[config.mk]
export PLATFORM = sky130hd
export DESIGN_NAME = timer_capture_top
export DESIGN_NICKNAME = d
export VERILOG_FILES = /design/src/timer_capture_pkg.sv /design/src/timer_link_if.sv /design/src/count_prescaler.sv /design/src/capture_unit.sv /design/src/timer_capture_top.sv
export VERILOG_INCLUDE_DIRS = /design/src
export SDC_FILE = /design/constraint.sdc
export NUM_CORES = 1
export LEC_CHECK = 0
export ABC_AREA = 1
export BUFFER_PORTS_ARGS = -buffer_cell sky130_fd_sc_hd__buf_2
export CORE_ASPECT_RATIO = 0.6
export CORE_UTILIZATION = 50
export DETAILED_ROUTE_END_ITERATION = 10
export PLACE_DENSITY_LB_ADDON = 0.2
export REMOVE_ABC_BUFFERS = 1
export SETUP_SLACK_MARGIN = 0.05
export SYNTH_ARGS = -nofsm -noshare
export SYNTH_HDL_FRONTEND = slang
export SYNTH_HIERARCHICAL = 1
export SYNTH_SLANG_ARGS = --single-unit
[constraint.sdc]
create_clock -name core_clk -period 2.1 [get_ports core_clk]
set_clock_uncertainty 0.1 [all_clocks]
set_input_delay 0.42 -clock core_clk [delete_from_list [all_inputs] [get_ports core_clk]]
set_output_delay 0.42 -clock core_clk [all_outputs]
set_load 0.02 [all_outputs]
[src/timer_capture_regs.svh]
// Register offsets, field positions, reset values and counts of the timer.
`ifndef TIMER_CAPTURE_REGS_SVH
`define TIMER_CAPTURE_REGS_SVH

`define ADDR_COUNT_CTRL     8'h00
`define ADDR_COUNT_LOW      8'h04
`define ADDR_COUNT_HIGH     8'h08
`define ADDR_CAPTURE_LOW    8'h0c
`define ADDR_CAPTURE_HIGH   8'h10
`define ADDR_CAPTURE_CTRL   8'h14
`define ADDR_INT_FLAGS      8'h18
`define ADDR_INT_ENABLE     8'h1c

`define CTRL_ON_BIT         0
`define CTRL_GATE_BIT       1
`define CTRL_ASYNC_BIT      2
`define CTRL_OSC_BIT        3
`define CTRL_PS_LO          4
`define CTRL_PS_HI          5
`define CTRL_SRC_LO         6
`define CTRL_SRC_HI         7

`define FLAG_OVF_BIT        0
`define FLAG_CAP_BIT        2
`define FLAG_MASK           8'h05

`define RST_COUNT_CTRL      8'h00
`define RST_COUNT           16'h0000
`define RST_CAPTURE_CTRL    4'h0
`define RST_INT_FLAGS       8'h00
`define RST_INT_ENABLE      8'h00

`define INSTR_DIV_LAST      2'h3
`define CAP_EVERY4_LAST     2'h3
`define CAP_EVERY16_LAST    4'hf

`endif

[src/timer_capture_pkg.sv]
// Types shared by the timer and capture modules.
package timer_capture_pkg;

    typedef enum logic [1:0] {
        SRC_INSTR    = 2'h0,
        SRC_SYSTEM   = 2'h1,
        SRC_EXTERNAL = 2'h2,
        SRC_CAPSENSE = 2'h3
    } count_src_t;

    typedef enum logic [3:0] {
        CAP_OFF     = 4'h0,
        CAP_FALL    = 4'h4,
        CAP_RISE    = 4'h5,
        CAP_RISE4   = 4'h6,
        CAP_RISE16  = 4'h7
    } cap_mode_t;

endpackage : timer_capture_pkg

[src/timer_link_if.sv]
// Signals between the timer core, its prescaler and its capture unit.
`timescale 1ns/1ps
interface timer_link_if;
    logic        tick;
    logic [1:0]  ps_sel;
    logic        ps_clear;
    logic        advance;
    logic [15:0] count_value;
    logic [3:0]  cap_mode;
    logic        event_level;
    logic        capture_pulse;
    logic [15:0] capture_value;

    modport presc (input tick, input ps_sel, input ps_clear,
                   output advance);
    modport capt  (input count_value, input cap_mode, input event_level,
                   output capture_pulse, output capture_value);
    modport core  (output tick, output ps_sel, output ps_clear,
                   input advance, output count_value, output cap_mode,
                   output event_level, input capture_pulse,
                   input capture_value);
endinterface : timer_link_if

[src/count_prescaler.sv]
// Divide-by-1/2/4/8 prescaler in front of the 16-bit counter.
`timescale 1ns/1ps
module count_prescaler (
    // Clock and reset
    input wire logic   core_clk,
    input wire logic   srst,
    // Link to the timer core
    timer_link_if.presc link
);
    logic [2:0] ps_cnt_r;
    logic [2:0] ps_mask;
    logic       ps_last;

    always_comb begin
        case (link.ps_sel)
            2'h0:    ps_mask = 3'h0;
            2'h1:    ps_mask = 3'h1;
            2'h2:    ps_mask = 3'h3;
            default: ps_mask = 3'h7;
        endcase
    end

    assign ps_last = ((ps_cnt_r & ps_mask) == ps_mask);

    assign link.advance = link.tick && ps_last;

    always_ff @(posedge core_clk) begin
        if (srst || link.ps_clear) begin
            ps_cnt_r <= 3'h0;
        end else if (link.tick) begin
            ps_cnt_r <= ps_last ? 3'h0 : ps_cnt_r + 3'h1;
        end
    end
endmodule : count_prescaler

[src/capture_unit.sv]
// Edge capture of the running count with its own event prescaler.
`timescale 1ns/1ps
`include "timer_capture_regs.svh"
module capture_unit (
    // Clock and reset
    input wire logic  core_clk,
    input wire logic  srst,
    // Link to the timer core
    timer_link_if.capt link
);
    logic        level_prev_r;
    logic [3:0]  ev_cnt_r;
    logic [15:0] capture_value_r;
    logic        in_capture;
    logic        rise;
    logic        fall;
    logic        hit;

    assign in_capture = (link.cap_mode[3:2] == 2'h1);
    assign rise       = link.event_level && !level_prev_r;
    assign fall       = !link.event_level && level_prev_r;

    always_comb begin
        case (link.cap_mode)
            timer_capture_pkg::CAP_FALL:   hit = fall;
            timer_capture_pkg::CAP_RISE:   hit = rise;
            timer_capture_pkg::CAP_RISE4:
                hit = rise && (ev_cnt_r[1:0] == `CAP_EVERY4_LAST);
            timer_capture_pkg::CAP_RISE16:
                hit = rise && (ev_cnt_r == `CAP_EVERY16_LAST);
            default:                       hit = 1'b0;
        endcase
    end

    assign link.capture_pulse = hit;
    assign link.capture_value = capture_value_r;

    always_ff @(posedge core_clk) begin
        if (srst) begin
            level_prev_r <= 1'b0;
        end else begin
            level_prev_r <= link.event_level;
        end
    end

    always_ff @(posedge core_clk) begin
        if (srst || !in_capture) begin
            ev_cnt_r <= 4'h0;
        end else if (rise) begin
            ev_cnt_r <= hit ? 4'h0 : ev_cnt_r + 4'h1;
        end
    end

    always_ff @(posedge core_clk) begin
        if (srst) begin
            capture_value_r <= `RST_COUNT;
        end else if (hit) begin
            capture_value_r <= link.count_value;
        end
    end
endmodule : capture_unit

[src/timer_capture_top.sv]
// 16-bit timer with selectable source, prescaler and capture, on APB.
//
// Contract
// - Source field and oscillator enable pick system, instruction, pin, osc.
// - Internal source advances counter once per prescaled clock period.
// - External source counts rising edges, synchronised or asynchronous.
// - Counter mode needs a falling edge before its first counting edge.
// - Prescaler divides counter clock by 1, 2, 4 or 8.
// - Prescale count is hidden and cleared by any counter byte write.
// - Low-frequency oscillator enabled by its bit and runs in sleep.
// - Sync-disable bit bypasses synchronisation; counting goes asynchronous.
// - Asynchronous external counting runs in sleep; overflow can wake.
// - Sync mode changes may drop or add one increment.
// - Counter byte reads are valid under asynchronous external clock.
// - Capture latches count on falling, rising, 4th or 16th rising.
// - Each capture sets the capture flag until software clears it.
// - A new capture overwrites an unread previous capture.
// - Capture watches the pad level even when driven as output.
// - Capture prescaler cleared when off, not capturing, or reset.
// - Capture prescale change keeps the count; may fire falsely.
// - On instruction clock the counter holds in sleep, then resumes.
// - 16-bit counter; a byte write updates the count at once.
// - On bit off stops; on without gate runs; with gate, gated.
`timescale 1ns/1ps
`include "timer_capture_regs.svh"
module timer_capture_top (
    // Clock and reset
    input  wire logic        core_clk,
    input  wire logic        srst,
    // APB slave
    input  wire logic        psel,
    input  wire logic        penable,
    input  wire logic        pwrite,
    input  wire logic [7:0]  paddr,
    input  wire logic [31:0] pwdata,
    output logic      [31:0] prdata,
    output logic             pready,
    output logic             pslverr,
    // Clock source pins
    input  wire logic        ext_count_clock_pin,
    input  wire logic        capsense_osc_in,
    input  wire logic        crystal_in_pin,
    output logic             crystal_out_pin,
    // Gate, capture and power state
    input  wire logic        count_gate_pin,
    input  wire logic        capture_event_pin,
    input  wire logic        sleep_mode,
    output logic             wake_irq
);
    timer_link_if link ();

    logic [7:0]  ctrl_r;
    logic [15:0] count_r;
    logic [15:0] count_nxt;
    logic [3:0]  cap_ctrl_r;
    logic [7:0]  flags_r;
    logic [7:0]  flags_nxt;
    logic [7:0]  enable_r;
    logic [1:0]  instr_div_r;
    logic        armed_r;
    logic        gate_q_r;
    logic        event_q_r;
    logic        pready_r;
    logic        pslverr_r;
    logic [31:0] prdata_r;
    logic        crystal_out_r;
    logic        wake_irq_r;

    logic        apb_setup;
    logic        apb_wr;
    logic        addr_ok;
    logic        wr_low;
    logic        wr_high;
    logic        count_on;
    logic        async_mode;
    logic        osc_en;
    logic        src_external;
    logic        count_enable;
    logic        instr_tick;
    logic        tick_src;
    logic        overflow;
    logic [2:0]  clk_in;
    logic [2:0]  sync_rise;
    logic [2:0]  sync_fall;
    logic [2:0]  raw_rise;
    logic [2:0]  raw_fall;
    logic [1:0]  ext_idx;
    logic        ext_rise;
    logic        ext_fall;
    logic [7:0]  rd_data;
    timer_capture_pkg::count_src_t src;

    assign src = timer_capture_pkg::count_src_t'(
                     ctrl_r[`CTRL_SRC_HI:`CTRL_SRC_LO]);
    assign count_on   = ctrl_r[`CTRL_ON_BIT];
    assign async_mode = ctrl_r[`CTRL_ASYNC_BIT];
    assign osc_en     = ctrl_r[`CTRL_OSC_BIT];

    // APB: one wait state, answer raised from a flop.
    assign apb_setup = psel && penable && !pready_r;
    assign apb_wr    = psel && penable && pready_r && pwrite && !pslverr_r;
    assign wr_low    = apb_wr && (paddr == `ADDR_COUNT_LOW);
    assign wr_high   = apb_wr && (paddr == `ADDR_COUNT_HIGH);

    always_comb begin
        addr_ok = 1'b1;
        case (paddr)
            `ADDR_COUNT_CTRL:   rd_data = ctrl_r;
            `ADDR_COUNT_LOW:    rd_data = count_r[7:0];
            `ADDR_COUNT_HIGH:   rd_data = count_r[15:8];
            `ADDR_CAPTURE_LOW:  rd_data = link.capture_value[7:0];
            `ADDR_CAPTURE_HIGH: rd_data = link.capture_value[15:8];
            `ADDR_CAPTURE_CTRL: rd_data = {4'h0, cap_ctrl_r};
            `ADDR_INT_FLAGS:    rd_data = flags_r;
            `ADDR_INT_ENABLE:   rd_data = enable_r;
            default: begin
                rd_data = 8'h00;
                addr_ok = 1'b0;
            end
        endcase
    end

    always_ff @(posedge core_clk) begin
        if (srst) begin
            pready_r  <= 1'b0;
            pslverr_r <= 1'b0;
            prdata_r  <= 32'h0000_0000;
        end else begin
            pready_r  <= apb_setup;
            pslverr_r <= apb_setup && !addr_ok;
            if (apb_setup && !pwrite) begin
                prdata_r <= {24'h00_0000, rd_data};
            end
        end
    end

    always_ff @(posedge core_clk) begin
        if (srst) begin
            ctrl_r     <= `RST_COUNT_CTRL;
            cap_ctrl_r <= `RST_CAPTURE_CTRL;
            enable_r   <= `RST_INT_ENABLE;
        end else if (apb_wr) begin
            case (paddr)
                `ADDR_COUNT_CTRL:   ctrl_r     <= pwdata[7:0];
                `ADDR_CAPTURE_CTRL: cap_ctrl_r <= pwdata[3:0];
                `ADDR_INT_ENABLE:   enable_r   <= pwdata[7:0] & `FLAG_MASK;
                default:            ctrl_r     <= ctrl_r;
            endcase
        end
    end

    // Pins arrive asynchronous; each source has a settled and a raw path.
    assign clk_in = {crystal_in_pin, capsense_osc_in, ext_count_clock_pin};

    genvar gi;
    generate
        for (gi = 0; gi < 3; gi = gi + 1) begin : g_src
            logic s1_r;
            logic s2_r;
            logic s3_r;
            logic raw_r;
            logic raw_prev_r;
            always_ff @(posedge core_clk) begin
                if (srst) begin
                    s1_r       <= 1'b0;
                    s2_r       <= 1'b0;
                    s3_r       <= 1'b0;
                    raw_r      <= 1'b0;
                    raw_prev_r <= 1'b0;
                end else begin
                    s1_r       <= clk_in[gi];
                    s2_r       <= s1_r;
                    s3_r       <= s2_r;
                    raw_r      <= clk_in[gi];
                    raw_prev_r <= raw_r;
                end
            end
            assign sync_rise[gi] = s2_r && !s3_r;
            assign sync_fall[gi] = !s2_r && s3_r;
            assign raw_rise[gi]  = raw_r && !raw_prev_r;
            assign raw_fall[gi]  = !raw_r && raw_prev_r;
        end
    endgenerate

    always_comb begin
        if (src == timer_capture_pkg::SRC_CAPSENSE) begin
            ext_idx = 2'h1;
        end else if (osc_en) begin
            ext_idx = 2'h2;
        end else begin
            ext_idx = 2'h0;
        end
    end

    assign ext_rise = async_mode ? raw_rise[ext_idx] : sync_rise[ext_idx];
    assign ext_fall = async_mode ? raw_fall[ext_idx] : sync_fall[ext_idx];

    assign src_external = ctrl_r[`CTRL_SRC_HI];

    always_ff @(posedge core_clk) begin
        if (srst) begin
            crystal_out_r <= 1'b0;
        end else begin
            crystal_out_r <= osc_en && !crystal_in_pin;
        end
    end

    always_ff @(posedge core_clk) begin
        if (srst) begin
            instr_div_r <= 2'h0;
            gate_q_r    <= 1'b0;
            event_q_r   <= 1'b0;
        end else begin
            instr_div_r <= instr_div_r + 2'h1;
            gate_q_r    <= count_gate_pin;
            event_q_r   <= capture_event_pin;
        end
    end
    assign instr_tick = (instr_div_r == `INSTR_DIV_LAST);

    always_ff @(posedge core_clk) begin
        if (srst || !count_on || wr_low || wr_high) begin
            armed_r <= 1'b0;
        end else if (ext_fall) begin
            armed_r <= 1'b1;
        end
    end

    assign count_enable = count_on && (!ctrl_r[`CTRL_GATE_BIT] || gate_q_r);

    always_comb begin
        case (src)
            timer_capture_pkg::SRC_SYSTEM:
                tick_src = !sleep_mode;
            timer_capture_pkg::SRC_INSTR:
                tick_src = instr_tick && !sleep_mode;
            default:
                tick_src = src_external && ext_rise && armed_r &&
                           (async_mode || !sleep_mode);
        endcase
    end

    assign link.tick     = count_enable && tick_src;
    assign link.ps_sel   = ctrl_r[`CTRL_PS_HI:`CTRL_PS_LO];
    assign link.ps_clear = wr_low || wr_high;

    // a write beats a coincident increment
    always_comb begin
        count_nxt = count_r;
        if (wr_low || wr_high) begin
            if (wr_low) begin
                count_nxt[7:0] = pwdata[7:0];
            end
            if (wr_high) begin
                count_nxt[15:8] = pwdata[7:0];
            end
        end else if (link.advance) begin
            count_nxt = count_r + 16'h0001;
        end
    end

    always_ff @(posedge core_clk) begin
        if (srst) begin
            count_r <= `RST_COUNT;
        end else begin
            count_r <= count_nxt;
        end
    end

    assign overflow = link.advance && !wr_low && !wr_high &&
                      (count_r == 16'hffff);

    assign link.count_value = count_r;
    assign link.cap_mode    = cap_ctrl_r;
    assign link.event_level = event_q_r;

    // overflow and capture set flags
    // Hardware set wins over a software clear in the same cycle.
    always_comb begin
        flags_nxt = flags_r;
        if (apb_wr && (paddr == `ADDR_INT_FLAGS)) begin
            flags_nxt = pwdata[7:0] & `FLAG_MASK;
        end
        if (overflow) begin
            flags_nxt[`FLAG_OVF_BIT] = 1'b1;
        end
        if (link.capture_pulse) begin
            flags_nxt[`FLAG_CAP_BIT] = 1'b1;
        end
    end

    always_ff @(posedge core_clk) begin
        if (srst) begin
            flags_r <= `RST_INT_FLAGS;
        end else begin
            flags_r <= flags_nxt;
        end
    end

    always_ff @(posedge core_clk) begin
        if (srst) begin
            wake_irq_r <= 1'b0;
        end else begin
            wake_irq_r <= |(flags_r & enable_r);
        end
    end

    count_prescaler u_prescaler (
        .core_clk (core_clk),
        .srst     (srst),
        .link     (link.presc)
    );

    capture_unit u_capture (
        .core_clk (core_clk),
        .srst     (srst),
        .link     (link.capt)
    );

    assign prdata          = prdata_r;
    assign pready          = pready_r;
    assign pslverr         = pslverr_r;
    assign crystal_out_pin = crystal_out_r;
    assign wake_irq        = wake_irq_r;
endmodule : timer_capture_top

; Yosys cells after proc, flatten, opt, wreduce, memory -nomap -nowiden
; Index checks and enable logic that the tools add are counted.
; Widths: inputs -> output; s select.
[word_totals]
reg_bits = 82
input_bits = 51
output_inout_bits = 36
wordCells = 165
[classes]
n_addsub = 4
n_lt_le_gt_ge = 1
n_eq_ne = 23
muxes = 26
n_bitwise = 2
n_reduce_logical = 80
[op_table]
columns = cell, n
row1 = $pmux 8 s8, 1
row2 = $logic_and 1x1->1, 37
row3 = $eq 8x5->1 const B, 4
row4 = $mux 16, 2
row5 = $logic_not 1->1, 22
row6 = $add 16x1->16 const B, 1
row7 = $eq 16x16->1 const B, 1
row8 = $eq 4x3->1 const B, 4
row9 = $eq 8x4->1 const B, 2
row10 = $mux 8, 2
row11 = $reduce_or 8->1, 2
row12 = $reduce_and 2->1, 5
row13 = $mux 1, 9
row14 = $pmux 3 s3, 1
row15 = $bmux 1 s2, 4
row16 = $eq 2x2->1 const B, 4
row17 = $eq 8x3->1 const B, 1
row18 = $logic_not 8->1, 1
row19 = $logic_or 1x1->1, 8
row20 = $and 3x3->3, 2
row21 = $eq 2x1->1 const B, 3
row22 = $mux 3, 2
row23 = $reduce_bool 2->1, 3
row24 = $add 4x1->4 const B, 1
row25 = 11 further kinds, 14

; Depth between registers and ports, before layout
; Gate-level depths: netlist (run 1).
[depth]
ltp_word = 15
depth_mapped = 16
ltp_nobuf = 16

; By module
; The synthesis (run 1) kept the hierarchy.
[by_module_without_submodules]
columns = mod, n_inst, cells_per_inst, area_each_um2, seq_area_each_um2
row1 = timer_capture_top, 1, 542, 3408.3, 1161.1
row2 = capture_unit, 1, 141, 1014.7, 420.4
row3 = count_prescaler, 1, 25, 170.2, 60.1

; Worst setup path after synthesis (run 1)
; Ideal clock, no wire load.
[synth_timing]
path_type = register to register
startpoint = register ctrl_r[7]
endpoint = register count_r[13]
setup_ps = 117
t_arrival_ps = 1972
t_required_ps = 1883
slack_ps = -89
stages_incl_launch_ff = 17
path_buffers = 1
synth_period_minus_slack_ps = 2189
cell_sequence = dfxtp_1 nand2_1 nand2_1 inv_1 o21ai_0 nand3_1 nand2_1 nand2_1 a21oi_1 nand2_1 inv_1 nand2_1 nand2_2 buf_6 nand2_1 nor2_1 nor2_1
[synth_via]
elab_chain_cells = 13
elab_cells_between_ends = 17
cone_classes = eq/ne: 2 / mux: 7 / reduce/logical: 8
[synth_lines]
columns = element, line_no
row1 = from (decl), timer_capture_top.sv:52  ; logic [7:0] ctrl_r;
row2 = from (signal assigned), timer_capture_top.sv:139  ; ctrl_r <= `RST_COUNT_CTRL;
row3 = from (signal assigned), timer_capture_top.sv:144  ; `ADDR_COUNT_CTRL: ctrl_r <= pwdata[7:0];
row4 = from (signal assigned), timer_capture_top.sv:147  ; default: ctrl_r <= ctrl_r;
row5 = $eq 2x2->1, timer_capture_top.sv:186  ; if (src == timer_capture_pkg::SRC_CAPSENSE) begin
row6 = $mux 2, timer_capture_top.sv:186
row7 = $bmux 1 s2, timer_capture_top.sv:195  ; assign ext_rise = async_mode ? raw_rise[ext_idx] : sync_rise[ext_idx];
row8 = $mux 1 (not written as such), timer_capture_top.sv:195
row9 = $mux 1, timer_capture_top.sv:195
row10 = $logic_and 1x1->1 (3 in a row), timer_capture_top.sv:238  ; tick_src = src_external && ext_rise && armed_r &&
row11 = $pmux 1 s2 (*), timer_capture_top.sv:232  ; case (src)
row12 = $logic_and 1x1->1 (*), timer_capture_top.sv:243  ; assign link.tick = count_enable && tick_src;
row13 = via link.tick, timer_link_if.sv:4  ; logic tick;
row14 = $logic_and 1x1->1 (*), count_prescaler.sv:25  ; assign link.advance = link.tick && ps_last;
row15 = via link.advance, timer_link_if.sv:7  ; logic advance;
row16 = $reduce_bool 2->1 (no source line) (*), -
row17 = $reduce_and 2->1 (no source line) (*), -
row18 = to (signal assigned), timer_capture_top.sv:264  ; count_r <= `RST_COUNT;
row19 = to (signal assigned), timer_capture_top.sv:266  ; count_r <= count_nxt;
row20 = to (decl), timer_capture_top.sv:53  ; logic [15:0] count_r;
; The timed path passes the listed nets; every way through them passes the cells marked *. The select of a mux whose other input is x is not followed.
; A chain may end at the register's enable or synchronous reset.

; Final worst setup path (run 1)
; Same ends and word-level chain as after synthesis.

==> results of run 1 <==
[worst paths after layout]
kind / slack [ns] / cells after the start / end
max: 0.05 / 16 / count_r[13]
min: 0.16 / 2 / crystal_out_pin
max reg2reg: 0.05 / 16 / count_r[13]
min reg2reg: 0.33 / 1 / instr_div_r[0]
[stage by stage]
| step | cells | utilization | hold WS [ns] | TNS [ns] |
|---|---|---|---|---|
| 6_report | 882 | 0.620 | 0.155 | 0 |
| 3_5_place_dp | 864 | 0.568 | 0.316 | -2.49 |
| 5_1_grt | 882 | 0.620 | 0.151 | -0.220 |
| 2_1_floorplan | 683 | - | 0.295 | -0.127 |
| 3_3_place_gp | 864 | 0.568 | 0.308 | -0.598 |
| 4_1_cts | 881 | 0.608 | 0.148 | 0 |
[cells by family after synthesis]
| logic type | count (synthesis) | share of synthesized area |
|---|---|---|
| compound gates | 94 | 0.110 |
| xor+xnor | 13 | 0.0248 |
| other cells | 1 | 0.000816 |
| fa+ha+maj | 4 | 0.0109 |
| buf+inv | 141 | 0.150 |
| flops | 82 | 0.357 |
| mux | 1 | 0.00218 |
| simple gates | 372 | 0.344 |
[synth_stat cells]
| cell type | count | area, um^2 |
|---|---|---|
| conb_1 | 1 | 3.75 |
| nor2_2 | 5 | 31.3 |
| a21boi_4 | 1 | 18.8 |
| o21ai_0 | 38 | 190 |
| clkbuf_8 | 2 | 27.5 |
| mux2i_1 | 1 | 10.0 |
| o21ai_1 | 1 | 5.00 |
| nor3_4 | 1 | 16.3 |
| nand3_1 | 82 | 410 |
| nor2_1 | 93 | 349 |
| inv_2 | 2 | 7.51 |
| buf_4 | 26 | 195 |
| nand2_2 | 3 | 18.8 |
| buf_1 | 1 | 3.75 |
| dfxtp_1 | 82 | 1640 |
| nor3_1 | 7 | 35.0 |
| a311oi_1 | 1 | 8.76 |
| nand4_2 | 1 | 12.5 |
| clkbuf_1 | 6 | 22.5 |
| nand4_1 | 4 | 25.0 |
| inv_1 | 91 | 342 |
| xor2_1 | 12 | 105 |
| a21oi_1 | 48 | 240 |
| nand2_4 | 1 | 11.3 |
| buf_2 | 9 | 45.0 |
| buf_6 | 4 | 45.0 |
| nand3_2 | 1 | 10.0 |
| a21boi_0 | 1 | 7.51 |
| a21oi_2 | 3 | 26.3 |
| xnor2_1 | 1 | 8.76 |
| nor2_4 | 1 | 11.3 |
| ha_1 | 4 | 50.1 |
| nand2_1 | 173 | 649 |
| o221ai_1 | 1 | 8.76 |
[power breakdown]
part / switching [uW] / total (uW) / internal [uW]
clock network: 621 / 1480 / 863
registers: 8.30 / 1580 / 1570
logic: 143 / 195 / 52.0
total: 773 / 3260 / 2490
[metal layers]
layer | share of wire | vias up | track usage
met1 | 0.49 | 2084 | 0.385
li1 | - | 2302 | -
met3 | 0.067 | 7 | 0.0723
met2 | 0.43 | 146 | 0.412
met5 | 0 | - | 0
met4 | 0.0055 | 0 | 0.0675
[layout make-up]
cell class                 instances  share of cell area
tap                              112              0.0259
inverter                          93              0.0651
sequential                        82               0.305
multi-input combinational        508               0.457
timing repair buffer              71              0.0947
clock inverter                     4             0.00486
clock buffer                      12              0.0475
[timing repair]
| item | 4_1_cts | 5_1_grt |
|---|---|---|
| setup buffers | 0 | 1 |
| hold buffers | 0 | 0 |
| pin swaps | 8 | 15 |
| setup endpoints to repair | 17 | 17 |
| gates cloned | 1 | 0 |
| hold endpoints to repair | 0 | 0 |
| gates resized for setup | 18 | 38 |
[state kept, by name, summed over array words and instances (netlist names), 3 cells and up]
name,cells
g_src.raw_prev_r,3
u_capture/link.capture_value,16
ctrl_r,8
g_src.s3_r,3
u_prescaler/ps_cnt_r,3
count_r,16
u_capture/ev_cnt_r,4
prdata,8
g_src.raw_r,3
cap_ctrl_r,4
==> flow_summary_export.csv, run 1 <==
group,metric,value,unit
clock_tree,cts.htree.levels,3,
timing,worst_pin_slew,0.511,ns
placed_design,postPlaceCellArea,4950,um^2
floorplan,die_w,126,um
placed_design,port_buffers,38,
clock_tree,path_clk_slew,0.06,ns
synthesis,ys_types,34,
timing,finalMaxSlewViolations,0,
setup_path,critPathMaxFanout,8,
finish,num_antenna_cells,0,
setup_path,timing_worst_setup_path_type,"reg2reg",
timing,max_slew_margin,0.657,
setup_path,max_stage_delay,0.33,ns
floorplan,rows,26,
finish,nFillCells,822,
power,p_leak,0.00265,uW
routing,firstDrtPassIters,5,
floorplan,dieArea,9590,um^2
placed_design,gp_congestion,0.906,
synthesis,synthCells,708,
status,status,"finished clean",
global_route,track_usage,0.273,
routing,vias,4539,
clock_tree,cts.sinks,82,
setup_path,crit_buf_inv,3,
run,maxCapViolations,0,
timing,setup_violations,0,
setup_path,cpMostUsedCell,"nand2_2",
finish,fin_nets,820,
timing,finalCritPeriodShare,0.975,
global_route,antenna_found_initial,0,
synthesis,netlist_area,4590,um^2
global_route,grt_pass1_vias,4119,
setup_path,worstPathRequired,2.23,ns
clock_tree,insertion_delay,0.34,ns
finish,final_common_cell,"nand2_1",
routing,drt_iter0_drc,309,
routing,antenna_left,0,
finish,regArea,1650,um^2
clock_tree,clockBufferDepth,2,
synthesis,ys_ff_latch,82,
setup_path,cp-start-kind,"flop",
setup_path,reg2reg_from,"ctrl_r[7]",
power,totalPowerFinal,3260,uW
finish,mostFrequentLayoutCells,"161 x nand2_1, 89 x nor2_1, 85 x inv_1, 81 x nand3_1, 79 x dfxtp_1",
power,ir_drop,0.000408,V
setup_path,path_cells,"nand2_4 -> nand2_4 -> buf_6 -> nand2_2 -> nand3_2 -> nand2_2 -> nand2_2 -> a21oi_2 -> nand2_1 -> inv_2 -> nand2_2 -> nand2_4 -> buf_12 -> nand2_2 -> nor2_1 -> nor2_1",
clock_tree,cts_root_buffer,"clkbuf_16",
setup_path,cp-startpoint,"ctrl_r[7]",
setup_path,worst_setup_path_end_kind,"flop",
min_path,hp-class,"in2reg",
routing,wl_per_cell,14.2,um
global_route,gr-total-overflow,0,
floorplan,start_util,0.527,
min_path,hold_start,"crystal_in_pin",
routing,vias_per_cell,5.15,
power,p_per_area,603,nW/um^2
setup_path,path_delay_family,"simple AND/OR/NAND/NOR gates",
finish,area_growth,17.6,%
floorplan,chipHeight,76.2,um
synthesis,ys_seq_area_frac,0.357,
synthesis,ys_warn_count,6,
global_route,grt_pass1_wl,20300,um
clock_tree,cts_made_buffers,9,
setup_path,cp_slowest_cell,"dfxtp_2",
timing,clock.fmax,488,MHz
timing,hold_violations,0,
finish,multi_input_area,2470,um^2
timing,fin_ws,0.0523,ns
finish,drive_gt1_frac,0.184,
routing,wl,12600,um
setup_path,cp.arrival,2.18,ns
routing,drc,0,
placed_design,dp_slack,-0.192,ns
floorplan,fp.coreArea,8720,um^2
timing,rsz0062_at_grt,"yes",
synthesis,post_synth.cell_area_avg,6.49,um^2
placed_design,dp_hpwl,9110,um
global_route,grt_max_degree,37,
timing,period_minus_slack,2.05,ns
clock_tree,cts_tree,"built",
floorplan,pin_count,87,
finish,finalInstanceArea,5400,um^2
Note: power is estimated with default switching activity, not from simulation.
==> run 2: changes to the inputs <==
--- a/config.mk
+++ b/config.mk
@@ -7,11 +7,12 @@
 export NUM_CORES = 1
 export LEC_CHECK = 0
 export ABC_AREA = 1
-export BUFFER_PORTS_ARGS = -buffer_cell sky130_fd_sc_hd__buf_2
 export CORE_ASPECT_RATIO = 0.6
-export CORE_UTILIZATION = 50
+export CORE_UTILIZATION = 58
 export DETAILED_ROUTE_END_ITERATION = 10
+export DONT_BUFFER_PORTS = 1
 export PLACE_DENSITY_LB_ADDON = 0.2
+export RECOVER_POWER = 25
 export REMOVE_ABC_BUFFERS = 1
 export SETUP_SLACK_MARGIN = 0.05
 export SYNTH_ARGS = -nofsm -noshare
==> flow_summary_export.csv, run 2 (synthesis gave the netlist of run 1 again) <==
group,metric,value,unit
status,status,"finished clean",
power,clock_power_share,0.465,
routing,firstDrtPassIters,6,
timing,max_slew_margin,0.575,
setup_path,reg2reg_from,"ctrl_r[7]",
timing,clock.fmax,493,MHz
floorplan,pin_count,87,
setup_path,cp.arrival,2.20,ns
global_route,grt_pass1_vias,3857,
clock_tree,cts.sinks,82,
power,ir_drop,0.000354,V
timing,hold_violations,0,
setup_path,worst_setup_path_end_kind,"flop",
finish,area_growth,10.5,%
clock_tree,insertion_delay,0.34,ns
power,internal-power,2490,uW
clock_tree,cts.htree.levels,3,
setup_path,max_stage_delay,0.35,ns
placed_design,postPlaceCellArea,4680,um^2
power,p_leak,0.00245,uW
setup_path,worstPathRequired,2.27,ns
routing,vias,4473,
clock_tree,cts_made_buffers,9,
placed_design,dp_hpwl,8460,um
setup_path,timing_worst_setup_path_type,"reg2reg",
floorplan,chipHeight,70.9,um
finish,num_antenna_cells,0,
setup_path,crit_buf_inv,3,
floorplan,start_util,0.617,
setup_path,cp-start-kind,"flop",
min_path,hold_start,"srst",
clock_tree,holdBufCountCts,0,
floorplan,die_w,117,um
floorplan,dieArea,8290,um^2
clock_tree,cts_tree,"built",
timing,finalCritPeriodShare,0.966,
finish,drive_gt1_frac,0.109,
setup_path,path_cells,"nand2_4 -> buf_6 -> o21ai_1 -> o21ai_1 -> nand2_1 -> nand3_1 -> nand2_1 -> nand2_2 -> a21oi_4 -> nand2_2 -> inv_2 -> nand2_2 -> buf_6 -> nor2_4 -> nand2_2 -> a21oi_1",
setup_path,critPathMaxFanout,5,
floorplan,rows,24,
power,p_per_area,632,nW/um^2
finish,fin_nets,778,
finish,final_util,0.682,
placed_design,gp_congestion,0.906,
global_route,grt_pass1_wl,18800,um
finish,mostFrequentLayoutCells,"162 x nand2_1, 91 x nor2_1, 90 x inv_1, 82 x nand3_1, 80 x dfxtp_1",
routing,drc,0,
timing,worst_pin_slew,0.633,ns
global_route,gr-total-overflow,0,
routing,vias_per_cell,5.38,
global_route,grt_max_degree,37,
routing,wl_per_cell,14.6,um
setup_path,cp_slowest_cell,"dfxtp_2",
clock_tree,cts_root_buffer,"clkbuf_16",
power,sw_frac_of_total,0.223,
power,combPwrFrac,0.042,
global_route,antenna_found_initial,0,
routing,wl,12200,um
setup_path,path_delay_family,"simple AND/OR/NAND/NOR gates",
min_path,hp-class,"in2reg",
timing,finalMaxSlewViolations,0,
run,maxCapViolations,0,
clock_tree,clockBufferDepth,2,
routing,antenna_left,0,
timing,setup_violations,0,
timing,period_minus_slack,2.03,ns
power,power_switching,714,uW
global_route,track_usage,0.301,
placed_design,port_buffers,0,
setup_path,cp-startpoint,"ctrl_r[7]",
timing,tns,0,ns
routing,drt_iter0_drc,516,
floorplan,fp.coreArea,7450,um^2
finish,final_common_cell,"nand2_1",
clock_tree,path_clk_slew,0.06,ns
timing,rsz0062_at_grt,"yes",
setup_path,cpMostUsedCell,"nand2_2",
power,pwr-share-seq,0.492,
finish,finalInstanceArea,5080,um^2
run 2: cell count changes in the layout (fill, tap and decap cells not counted), moves of 3 or more:
cell,before,now
buf_4,27,23
nand2_4,7,4
o21ai_0,30,35
inv_2,7,3
buf_12,4,1
a21oi_1,44,47
a21oi_2,7,3
inv_1,85,90
o21ai_2,6,0
buf_2,38,0
run 2: cell type report:
type                            instances  area [um^2]
Timing Repair Buffer                   29          238
Clock inverter                          2         10.0
Clock buffer                           14          274
Tap cell                              104          130
Inverter                               93          349
Fill cell                             674         2370
Sequential cell                        82         1640
Multi-Input combinational cell        508         2430
run 2: power by group through the flow:
stage | sequential (uW) | combinational (uW) | clock [uW]
final | 1580 | 136 | 1490
after global routing | 1580 | 153 | 1580
after CTS | 1580 | 133 | 1500
after detailed placement | 1610 | 132 | 0
after global placement | 1610 | 128 | 0
after floorplan | 1610 | 101 | 0
run 2: worst paths after layout:
path,end,slack (ns),cells after the start
worst max-delay path,flags_r[0],0.07,16
worst min-delay path,g_src[2].s3_r,0.05,1
worst max register to register,flags_r[0],0.07,16
worst min register to register,instr_div_r[0],0.31,1
run 2: per-layer routing:
metal	vias up	track usage	routed length [um]
met1	2020	0.428	5420
met2	228	0.437	5200
met3	16	0.0994	1440
met4	0	0.0759	111
met5	-	0	0
li1	2209	-	-
run 2: timing repair:
action	CTS	global route
endpoints found under the setup margin	17	19
setup buffers	2	2
pin swaps	4	7
gates resized for setup	11	22
run 2: stage by stage:
| step | hold WS [ns] | setup slack, ns | instances | total power (uW) |
|---|---|---|---|---|
| after floorplan | 0.295 | -0.0434 | 683 | 1710 |
| after global placement | 0.302 | -0.0847 | 813 | 1740 |
| after detailed placement | 0.306 | -0.174 | 813 | 1740 |
| after CTS | 0.0431 | 0.0574 | 831 | 3210 |
| after global routing | 0.0359 | -0.0208 | 832 | 3310 |
| final | 0.0472 | 0.0723 | 832 | 3210 |
==> run 3: changes to the inputs <==
==> constraint.sdc (replaced) <==
create_clock -name core_clk -period 2.1 [get_ports core_clk]
set_clock_uncertainty 0.1 [all_clocks]
set_input_delay 0.315 -clock core_clk [delete_from_list [all_inputs] [get_ports core_clk]]
set_output_delay 0.315 -clock core_clk [all_outputs]
set_load 0.02 [all_outputs]
==> flow_summary_export.csv, run 3 (synthesis gave the netlist of run 1 again) <==
group,metric,value,unit
status,status,"finished clean",
power,p_per_area,644,nW/um^2
setup_path,max_stage_delay,0.38,ns
timing,clock.fmax,484,MHz
routing,drc,0,
routing,firstDrtPassIters,5,
placed_design,postPlaceCellArea,4670,um^2
placed_design,post-place-cells,812,
timing,hold_violations,0,
finish,finalInstanceArea,5340,um^2
clock_tree,cts.sinks,82,
floorplan,dieArea,8290,um^2
setup_path,critPathMaxFanout,3,
clock_tree,cts_root_buffer,"clkbuf_16",
clock_tree,cts_made_buffers,9,
routing,vias,4760,
run,maxCapViolations,0,
finish,num_antenna_cells,0,
finish,fin_nets,801,
routing,wl,13200,um
global_route,antenna_found_initial,0,
finish,final_common_cell,"nand2_1",
timing,period_minus_slack,2.07,ns
placed_design,port_buffers,0,
clock_tree,insertion_delay,0.34,ns
floorplan,chipHeight,70.9,um
routing,antenna_left,0,
global_route,grt_pass1_wl,20500,um
setup_path,cp.arrival,2.23,ns
finish,mostFrequentLayoutCells,"165 x nand2_1, 91 x nor2_1, 88 x inv_1, 80 x nand3_1, 78 x dfxtp_1",
timing,max_slew_margin,0.566,
global_route,grt_pass1_vias,4278,
clock_tree,path_clk_slew,0.06,ns
timing,finalMaxSlewViolations,0,
clock_tree,clockBufferDepth,2,
setup_path,cp_slowest_cell,"dfxtp_1",
min_path,hp-class,"in2reg",
finish,area_growth,16.2,%
clock_tree,cts_tree,"built",
global_route,track_usage,0.328,
floorplan,rows,24,
clock_tree,cts.htree.levels,3,
setup_path,timing_worst_setup_path_type,"reg2reg",
finish,drive_gt1_frac,0.119,
timing,worst_pin_slew,0.646,ns
power,ir_drop,0.000610,V
placed_design,gp_congestion,0.915,
floorplan,fp.coreArea,7450,um^2
floorplan,die_w,117,um
setup_path,worstPathRequired,2.27,ns
finish,final-instance-count-excl-fill,855,
timing,finalCritPeriodShare,0.984,
setup_path,cpMostUsedCell,"nand2_2",
setup_path,worst_setup_path_end_kind,"flop",
routing,vias_per_cell,5.57,
global_route,gr-total-overflow,0,
routing,drt_iter0_drc,568,
power,p_leak,0.00259,uW
floorplan,pin_count,87,
setup_path,cp-start-kind,"flop",
placed_design,dp_hpwl,8860,um
global_route,grt_max_degree,37,
setup_path,path_cells,"inv_2 -> nor2_1 -> o21ai_1 -> nand2_2 -> nand3_2 -> nand2_1 -> nand2_2 -> a21oi_4 -> nand2_2 -> inv_2 -> nand2_4 -> buf_4 -> nor2_2 -> nand2_2 -> a21oi_1",
timing,setup_violations,0,
floorplan,start_util,0.617,
routing,wl_per_cell,15.5,um
[run 3: cell count changes in the layout (fill, tap and decap cells not counted), moves of 3 or more]
cell           before  now
nand2_1           162  165
dlygate4sd3_1       0   20
o21ai_2             0    4
buf_4              23   26
[run 3: worst max-delay path, delay by kind of cell, from the launching register on]
| family | cells | cell delay (ns) |
|---|---|---|
| simple gates | 9 | 0.79 |
| compound gates | 3 | 0.42 |
| buf+inv | 3 | 0.29 |
| flops | 1 | 0.38 |
[run 3: per-stage QoR]
stage                     setup slack, ns  hold WS [ns]  setup TNS [ns]  utilization  power, uW
after global placement            -0.0546         0.288          -0.178        0.627       1740
final                              0.0344        0.0416               0        0.716       3430
after global routing              -0.0686        0.0500          -0.622        0.716       3520
after floorplan                   -0.0434         0.282          -0.127            -       1710
after detailed placement           -0.174         0.291           -1.95        0.627       1750
after CTS                          0.0504        0.0416               0        0.700       3430
[run 3: metal layers]
layer | GRT usage | vias to the layer above | share of wire
met2 | 0.510 | 292 | 0.44
met4 | 0.117 | 0 | 0.021
met5 | 0 | - | 0
li1 | - | 2259 | -
met1 | 0.444 | 2173 | 0.43
met3 | 0.0780 | 36 | 0.11
[run 3: final timing paths]
path,startpoint,to,slack [ns],cells past startpoint
max,g_src[1].raw_prev_r,flags_r[0],0.03,15
min,pwdata[4],ctrl_r[4],0.04,2
max reg2reg,g_src[1].raw_prev_r,flags_r[0],0.03,15
min reg2reg,enable_r[2],enable_r[2],0.37,2
[run 3: cell type report]
| cell class | instances | area [um^2] |
|---|---|---|
| repair buffers | 51 | 444 |
| clock buffers | 14 | 254 |
| fillers | 627 | 2110 |
| clock inverters | 2 | 60.1 |
| multi-input cells | 509 | 2450 |
| well taps | 104 | 130 |
| inverters | 93 | 349 |
| flip-flops and latches | 82 | 1650 |
[run 3: power by group]
group          internal, uW  switching, uW  leakage, uW  total [uW]
Clock                  1080            609     0.000151        1690
Combinational          48.7            120      0.00177         169
Sequential             1570           9.96     0.000665        1580
Total                  2700            739      0.00259        3430
[run 3: what timing repair did]
| action | CTS | global route |
|---|---|---|
| hold endpoints to repair | 28 | 0 |
| cloned | 0 | 1 |
| setup buffers | 4 | 3 |
| gates resized for setup | 9 | 35 |
| pin swaps | 8 | 16 |
| hold buffers | 20 | 0 |
| endpoints found under the setup margin | 17 | 17 |
